<file path="config.mk">
export PLATFORM = sky130hd
export DESIGN_NAME = dtdec_top
export DESIGN_NICKNAME = d
export VERILOG_FILES = /design/src/rtl/dtdec_top.v
export VERILOG_INCLUDE_DIRS = /design/src /design/src/rtl
export SDC_FILE = /design/constraint.sdc
export NUM_CORES = 1
export LEC_CHECK = 0
export BUFFER_PORTS_ARGS = -buffer_cell sky130_fd_sc_hd__buf_2
export CAP_MARGIN = 20
export CORE_MARGIN = 3
export CORE_UTILIZATION = 52
export DETAILED_ROUTE_END_ITERATION = 16
export GPL_ROUTABILITY_DRIVEN = 0
export PLACE_DENSITY = 0.83
export SETUP_SLACK_MARGIN = 0.4
export SLEW_MARGIN = 20
export SYNTH_ARGS = -nofsm -noshare
export SYNTH_HDL_FRONTEND = slang
export SYNTH_SLANG_ARGS = --single-unit
</file>
<file path="constraint.sdc">
create_clock -name clock_i -period 3.6 [get_ports clock_i]
set_clock_uncertainty 0.05 [all_clocks]
set_input_delay 0.54 -clock clock_i [delete_from_list [all_inputs] [get_ports clock_i]]
set_output_delay 0.54 -clock clock_i [all_outputs]
set_load 0.05 [all_outputs]
</file>
<file path="src/rtl/dtdec_defs.vh">
`ifndef DTDEC_DEFS_VH
`define DTDEC_DEFS_VH
`define DTDEC_OP_SEG_LOAD 8'h8e
`define DTDEC_OP_SEG_STORE 8'h8c
`define DTDEC_OP_FAR_DSEG 8'hc5
`define DTDEC_OP_FAR_ESEG 8'hc4
`define DTDEC_OP_TABLE 8'hd7
`define DTDEC_OP_EOFS 8'h8d
`define DTDEC_OP_FL2AH 8'h9f
`define DTDEC_OP_AH2FL 8'h9e
`define DTDEC_MOD_REG 2'h3
`define DTDEC_KIND_NONE 4'h0
`define DTDEC_KIND_SEG_LOAD 4'h1
`define DTDEC_KIND_SEG_STORE 4'h2
`define DTDEC_KIND_FAR_DSEG 4'h3
`define DTDEC_KIND_FAR_ESEG 4'h4
`define DTDEC_KIND_TABLE 4'h5
`define DTDEC_KIND_EOFS 4'h6
`define DTDEC_KIND_FL2AH 4'h7
`define DTDEC_KIND_AH2FL 4'h8
`define DTDEC_CLK_SEG_REG 6'h02
`define DTDEC_CLK_SEG_LOAD_MEM16 6'h09
`define DTDEC_CLK_SEG_LOAD_MEM8 6'h0d
`define DTDEC_CLK_SEG_STORE_MEM16 6'h0b
`define DTDEC_CLK_SEG_STORE_MEM8 6'h0f
`define DTDEC_CLK_FAR16 6'h12
`define DTDEC_CLK_FAR8 6'h1a
`define DTDEC_CLK_TABLE16 6'h0b
`define DTDEC_CLK_TABLE8 6'h0f
`define DTDEC_CLK_EOFS 6'h06
`define DTDEC_CLK_FL2AH 6'h02
`define DTDEC_CLK_AH2FL 6'h03
`define DTDEC_CLK_WORD_ADD 6'h04
`define DTDEC_CLK_MEM_SLACK 6'h02
`endif

</file>
<file path="src/rtl/dtdec_top.v">
`timescale 1ns/1ps
`include "dtdec_defs.vh"
// Contract
// RULE1: 8e with addressing byte loads segment register; 2 reg, 9 memory on 16-bit bus.
// RULE2: 8-bit bus segment load takes 2 with register, 13 with memory source.
// RULE3: 8c stores segment register; 2/11 on 16-bit bus, 2/15 on 8-bit bus.
// RULE4: c5 memory form loads far pointer to data segment; 18 or 26 clocks.
// RULE5: c4 memory form loads far pointer to extra segment, same timing.
// RULE6: d7 replaces acc low byte from table; 11 or 15 clocks.
// RULE7: 8d places effective offset in register, no memory access, 6 clocks.
// RULE8: 9f copies low flags into acc high byte, 2 clocks.
// RULE9: 9e writes acc high byte into low flags, 3 clocks.
// RULE10: 8-bit bus adds 4 clocks to marked counts for word memory moves.
// RULE11: counts are minimums; memory operations may need up to two more clocks.
// RULE12: far-pointer loads with register mode flag invalid opcode, not executed.
module dtdec_top (
   input wire clock_i,
   input wire rst_b_i,
   input wire ce_i,
   input wire valid_i,
   input wire [7:0] opcode_i,
   input wire [7:0] modrm_i,
   input wire word_i,
   input wire bus8_i,
   output wire valid_o,
   output wire [3:0] kind_o,
   output wire [1:0] seg_sel_o,
   output wire [2:0] reg_sel_o,
   output wire mem_access_o,
   output wire invalid_o,
   output wire [5:0] min_clocks_o,
   output wire [5:0] max_clocks_o
);
   wire reg_form;
   wire known_next;
   wire [5:0] base_next;
   wire [5:0] word_add;
   wire [5:0] slack_add;
   wire [6:0] min_sum;
   wire [6:0] max_sum;
   wire [5:0] min_next;
   wire [5:0] max_next;
   reg [3:0] kind_next;
   reg inv_next;
   reg mem_next;

   reg valid_reg;
   reg invalid_reg;
   reg [3:0] kind_reg;
   reg [1:0] seg_sel_reg;
   reg [2:0] reg_sel_reg;
   reg mem_access_reg;
   reg [5:0] min_clocks_reg;
   reg [5:0] max_clocks_reg;

   function [5:0] pick;
      input b8;
      input [5:0] c16;
      input [5:0] c8;
      begin
         pick = b8 ? c8 : c16;
      end
   endfunction

   // figure with a memory operand; the narrow bus part has its own column
   function [5:0] mem_figure;
      input [3:0] kind;
      input b8;
      begin
         case (kind)
            `DTDEC_KIND_SEG_LOAD: begin
               mem_figure = pick(b8, `DTDEC_CLK_SEG_LOAD_MEM16, `DTDEC_CLK_SEG_LOAD_MEM8); // [RULE1] [RULE2]
            end
            `DTDEC_KIND_SEG_STORE: begin
               mem_figure = pick(b8, `DTDEC_CLK_SEG_STORE_MEM16, `DTDEC_CLK_SEG_STORE_MEM8); // [RULE3]
            end
            `DTDEC_KIND_FAR_DSEG, `DTDEC_KIND_FAR_ESEG: begin
               mem_figure = pick(b8, `DTDEC_CLK_FAR16, `DTDEC_CLK_FAR8); // [RULE4] [RULE5]
            end
            `DTDEC_KIND_TABLE: begin
               mem_figure = pick(b8, `DTDEC_CLK_TABLE16, `DTDEC_CLK_TABLE8); // [RULE6]
            end
            default: begin
               mem_figure = 6'h00;
            end
         endcase
      end
   endfunction

   // figure without a memory operand; same on both bus variants
   function [5:0] reg_figure;
      input [3:0] kind;
      begin
         case (kind)
            `DTDEC_KIND_SEG_LOAD, `DTDEC_KIND_SEG_STORE: begin
               reg_figure = `DTDEC_CLK_SEG_REG; // [RULE1] [RULE2] [RULE3]
            end
            `DTDEC_KIND_EOFS: begin
               reg_figure = `DTDEC_CLK_EOFS; // [RULE7]
            end
            `DTDEC_KIND_FL2AH: begin
               reg_figure = `DTDEC_CLK_FL2AH; // [RULE8]
            end
            `DTDEC_KIND_AH2FL: begin
               reg_figure = `DTDEC_CLK_AH2FL; // [RULE9]
            end
            default: begin
               reg_figure = 6'h00;
            end
         endcase
      end
   endfunction

   // offset load only computes the address, so it never counts as a memory operation
   function uses_memory;
      input [3:0] kind;
      input reg_mode;
      begin
         case (kind)
            `DTDEC_KIND_SEG_LOAD, `DTDEC_KIND_SEG_STORE: begin
               uses_memory = ~reg_mode;
            end
            `DTDEC_KIND_FAR_DSEG, `DTDEC_KIND_FAR_ESEG, `DTDEC_KIND_TABLE: begin
               uses_memory = 1'b1;
            end
            default: begin
               uses_memory = 1'b0; // [RULE7]
            end
         endcase
      end
   endfunction

   // no decoded row carries the byte-transfer mark; a marked row would return one here
   function byte_marked;
      input [3:0] kind;
      begin
         byte_marked = 1'b0;
      end
   endfunction

   assign reg_form = (modrm_i[7:6] == `DTDEC_MOD_REG);

   always @* begin
      kind_next = `DTDEC_KIND_NONE;
      inv_next = 1'b0;
      case (opcode_i)
         `DTDEC_OP_SEG_LOAD: begin
            kind_next = `DTDEC_KIND_SEG_LOAD; // [RULE1]
         end
         `DTDEC_OP_SEG_STORE: begin
            kind_next = `DTDEC_KIND_SEG_STORE; // [RULE3]
         end
         `DTDEC_OP_FAR_DSEG: begin
            if (reg_form) begin
               inv_next = 1'b1; // [RULE12]
            end else begin
               kind_next = `DTDEC_KIND_FAR_DSEG; // [RULE4]
            end
         end
         `DTDEC_OP_FAR_ESEG: begin
            if (reg_form) begin
               inv_next = 1'b1; // [RULE12]
            end else begin
               kind_next = `DTDEC_KIND_FAR_ESEG; // [RULE5]
            end
         end
         `DTDEC_OP_TABLE: begin
            kind_next = `DTDEC_KIND_TABLE; // [RULE6]
         end
         `DTDEC_OP_EOFS: begin
            kind_next = `DTDEC_KIND_EOFS; // [RULE7]
         end
         `DTDEC_OP_FL2AH: begin
            kind_next = `DTDEC_KIND_FL2AH; // [RULE8]
         end
         `DTDEC_OP_AH2FL: begin
            kind_next = `DTDEC_KIND_AH2FL; // [RULE9]
         end
         default: begin
            kind_next = `DTDEC_KIND_NONE;
         end
      endcase
      mem_next = uses_memory(kind_next, reg_form);
   end

   assign known_next = (kind_next != `DTDEC_KIND_NONE);
   assign base_next = mem_next ? mem_figure(kind_next, bus8_i) : reg_figure(kind_next);
   // the narrow bus pays extra only for word moves through memory on marked rows
   assign word_add = (byte_marked(kind_next) & bus8_i & word_i & mem_next) ?
      `DTDEC_CLK_WORD_ADD : 6'h00; // [RULE10]
   // figures are minimums; a memory operation may cost up to two more
   assign slack_add = mem_next ? `DTDEC_CLK_MEM_SLACK : 6'h00; // [RULE11]
   assign min_sum = {1'b0, base_next} + {1'b0, word_add};
   assign max_sum = min_sum + {1'b0, slack_add};
   // the largest sum stays well under 64, so dropping the carry bit loses nothing
   assign min_next = min_sum[5:0];
   assign max_next = max_sum[5:0];

   // answer flags last one clock-enabled cycle per taken request and hold while ce_i is low
   always @(posedge clock_i) begin
      if (!rst_b_i) begin
         valid_reg <= 1'b0;
         invalid_reg <= 1'b0;
      end else if (ce_i) begin
         valid_reg <= valid_i & known_next;
         invalid_reg <= valid_i & inv_next; // [RULE12]
      end
   end

   // decoded fields stand until the next taken request
   always @(posedge clock_i) begin
      if (!rst_b_i) begin
         kind_reg <= `DTDEC_KIND_NONE;
         seg_sel_reg <= 2'h0;
         reg_sel_reg <= 3'h0;
         mem_access_reg <= 1'b0;
      end else if (ce_i & valid_i) begin
         kind_reg <= kind_next;
         seg_sel_reg <= modrm_i[4:3]; // [RULE1] [RULE3]
         reg_sel_reg <= modrm_i[5:3];
         mem_access_reg <= mem_next;
      end
   end

   always @(posedge clock_i) begin
      if (!rst_b_i) begin
         min_clocks_reg <= 6'h00;
         max_clocks_reg <= 6'h00;
      end else if (ce_i & valid_i) begin
         min_clocks_reg <= min_next;
         max_clocks_reg <= max_next; // [RULE11]
      end
   end

   assign valid_o = valid_reg;
   assign invalid_o = invalid_reg;
   assign kind_o = kind_reg;
   assign seg_sel_o = seg_sel_reg;
   assign reg_sel_o = reg_sel_reg;
   assign mem_access_o = mem_access_reg;
   assign min_clocks_o = min_clocks_reg;
   assign max_clocks_o = max_clocks_reg;
endmodule

</file>
==> results.toml <==
[synth]
synth_area_leaders = "dfxtp_1, a21oi_1, nand2_1, nor2_1, buf_6"
syn-num-nets = 183
ys.flop_type = "dfxtp_1"
async_reset_ff_share_pct = 0
synth-edff-count = 0
yosysMostFrequentCell = "nand2_1"
avgSynthCellArea_um2 = 7.91
yosysTopAreaCellShare_pct = 31.8
yosys_register_bits = 20
synthCells = 159
synth_commonest_cells = "nand2_1, dfxtp_1, a21oi_1"
ys_seq_area_share_pct = 31.8
netlist-cell-type-count = 44
yosysWarnings = 0
synth.cell_area_um2 = 1260
synth.largest_area_cell = "dfxtp_1"

[floorplanning]
core_region_area_um2 = 2250
pin_count = 46
rows = 17
die_area_um2 = 3040
die_y_um = 55.2
initial_core_util_pct = 55.8
die_w_um = 55.2

[detailed_routing]
met1Wirelength_mm = 1.37
dr.first_iter.drc_count = 34
dr_wl_met2_mm = 1.46
post-route-drc-count = 0
vias = 1286
wl_mm = 3.04
dr.pass1.iters = 4
ant_nets = 0
wl_per_cell_um = 14.0
route.met3.wl_um = 177
route.top_layer_used = "met4"
vias_per_cell = 5.93

[clock_tree]
cts_hold_buf = 0
clock-sinks = 20
cts_resized = 0
cts_root_buf = "clkbuf_4"
ctsHtreeMaxLevel = 1
post_cts_buffers = 0
insertion_delay_ns = 0.30
cts_tree = "yes"
numCtsBuffers = 3
ctsLongestPathBuffers = 2
clk_pin_slew_ns = 0.11

[setup_path]
r2r_cells = 3
worst_setup_path_start_kind = "input port"
required_ns = 3.81
cp_cell_sequence = "buf_2 > and4b_1 > nand4b_1 > a211o_2 > nand2_1 > nand2_1 > a21oi_1 > ha_1 > ha_1 > nand3_1 > or3_1 > nand3_1"
critPathCaptureType = "flop"
cpMaxStageDelayCell = "and4b_1"
critPathTopFamily = "simple AND/OR/NAND/NOR gates"
cp.depth = 12
crit_buf_inv = 1
critPathMaxStageDelay_ns = 0.40
arrival_ns = 2.86
cp_max_fo = 7
path_class = "input port to flop"

[sta]
fin_tns_setup_ns = 0
slew_viol_final = 0
rsz0062_at_grt = "no"
fin_crit_sh_pct = 73.5
finalSetupViolCount = 0
tightest_slew_ns = 0.679
timing.fmax_mhz = 378
setup_ws_ns = 0.953
fin_crit_ns = 2.65
slew_headroom_pct = 54.6
hold_viol_final = 0

[grt]
antenna_found_initial = 0
grt_pass1_wl_mm = 4.95
gr-usage-all-layers_pct = 22.2
grt-ovfl-total = 0
grt_pass1_vias = 1128
grt_max_degree = 21

[place]
dp_slack_ns = 0.666
hpwl_mm = 2.33
port_buffers = 40

[cells_and_area]
seqCellArea_um2 = 400
layout-drive-gt1-share_pct = 29.1
final_nets = 214
final_util_pct = 63.2
nFillCells = 214
multi_input_area_um2 = 738
num_antenna_cells = 0
area_growth_pct = 13.3

[run]
drv_cap = 0

[hold_path]
hold_path_class = "flop to flop"
holdPathStages = 2

[power]
vdd_drop_max_uv = 327
p_total_mw = 0.457
power_density_nw_per_um2 = 321
leakage_nw = 0.617

[run_status]
status = "finished, final reports clean"
==> where the power goes <==
group,switching (mW),leakage [nW],total [mW],internal (mW)
Sequential,0.00331,0.163,0.231,0.228
Combinational,0.0700,0.433,0.0950,0.0251
Clock,0.0693,0.0210,0.131,0.0618
==> sequential cells by signal, summed over array words and instances, names as in the netlist <==
signal / flops
max_clocks_o: 6
kind_o: 4
min_clocks_o: 4
reg_sel_o: 2
invalid_o: 1
mem_access_o: 1
seg_sel_o: 1
valid_o: 1
==> cell usage in the layout, fill, tap and decap left out, types with 4 or more instances in the layout <==
cell     instances
nor2_1          16
dfxtp_1         20
a31oi_1          4
buf_2           40
o21ai_0          6
nor3_1           6
a21oi_1         19
inv_1            4
nand3_1          7
nand2_1         22
==> worst reg2reg max path, stage by stage (launching register included) <==
cell and delay, ns:
dfxtp_1 0.34, nor2b_1 0.18, o21ai_0 0.10, a31oi_1 0.17
==> stage by stage <==
stage | cell area (µm²) | hold slack [ns] | cells
final | 1430 | 0.412 | 217
after global routing | 1430 | 0.425 | 217
after CTS | 1430 | 0.406 | 217
after detailed placement | 1390 | 0.394 | 213
after global placement | 1390 | 0.391 | 213
after floorplan | 1260 | 0.621 | 159
==> cell type report <==
| type | instances | area share (%) |
|---|---|---|
| clock buffers | 4 | 2.55 |
| well taps | 28 | 2.46 |
| flip-flops and latches | 20 | 28.1 |
| repair buffers | 40 | 14.0 |
| inverters | 4 | 1.05 |
| multi-input cells | 121 | 51.8 |
==> path summary, 6_finish.rpt <==
| path | slack [ns] | from | to |
|---|---|---|---|
| max | 0.95 | opcode_i[3] | max_clocks_o[3] |
| min reg2reg | 0.41 | max_clocks_o[5] | max_clocks_o[5] |
| min | 0.41 | max_clocks_o[5] | max_clocks_o[5] |
| max reg2reg | 2.70 | valid_o | valid_o |
==> cell families (layout without fill, tap and decap cells) <==
kind of cell | after synthesis | after routing | share of synthesized area, %
compound gates | 45 | 45 | 25.6
simple gates | 72 | 72 | 30.2
fa+ha+maj | 2 | 2 | 1.99
other cells | 1 | 1 | 0.298
flops | 20 | 20 | 31.8
buf+inv | 18 | 48 | 9.45
xor+xnor | 1 | 1 | 0.697
==> per-layer routing <==
metal | global-route usage, % | vias up
met5 | 0 | -
met4 | 5.26 | 0
met3 | 5.09 | 5
met2 | 36.2 | 38
met1 | 29.5 | 606
li1 | - | 637
No activity file was read; power rests on OpenSTA's default activity.
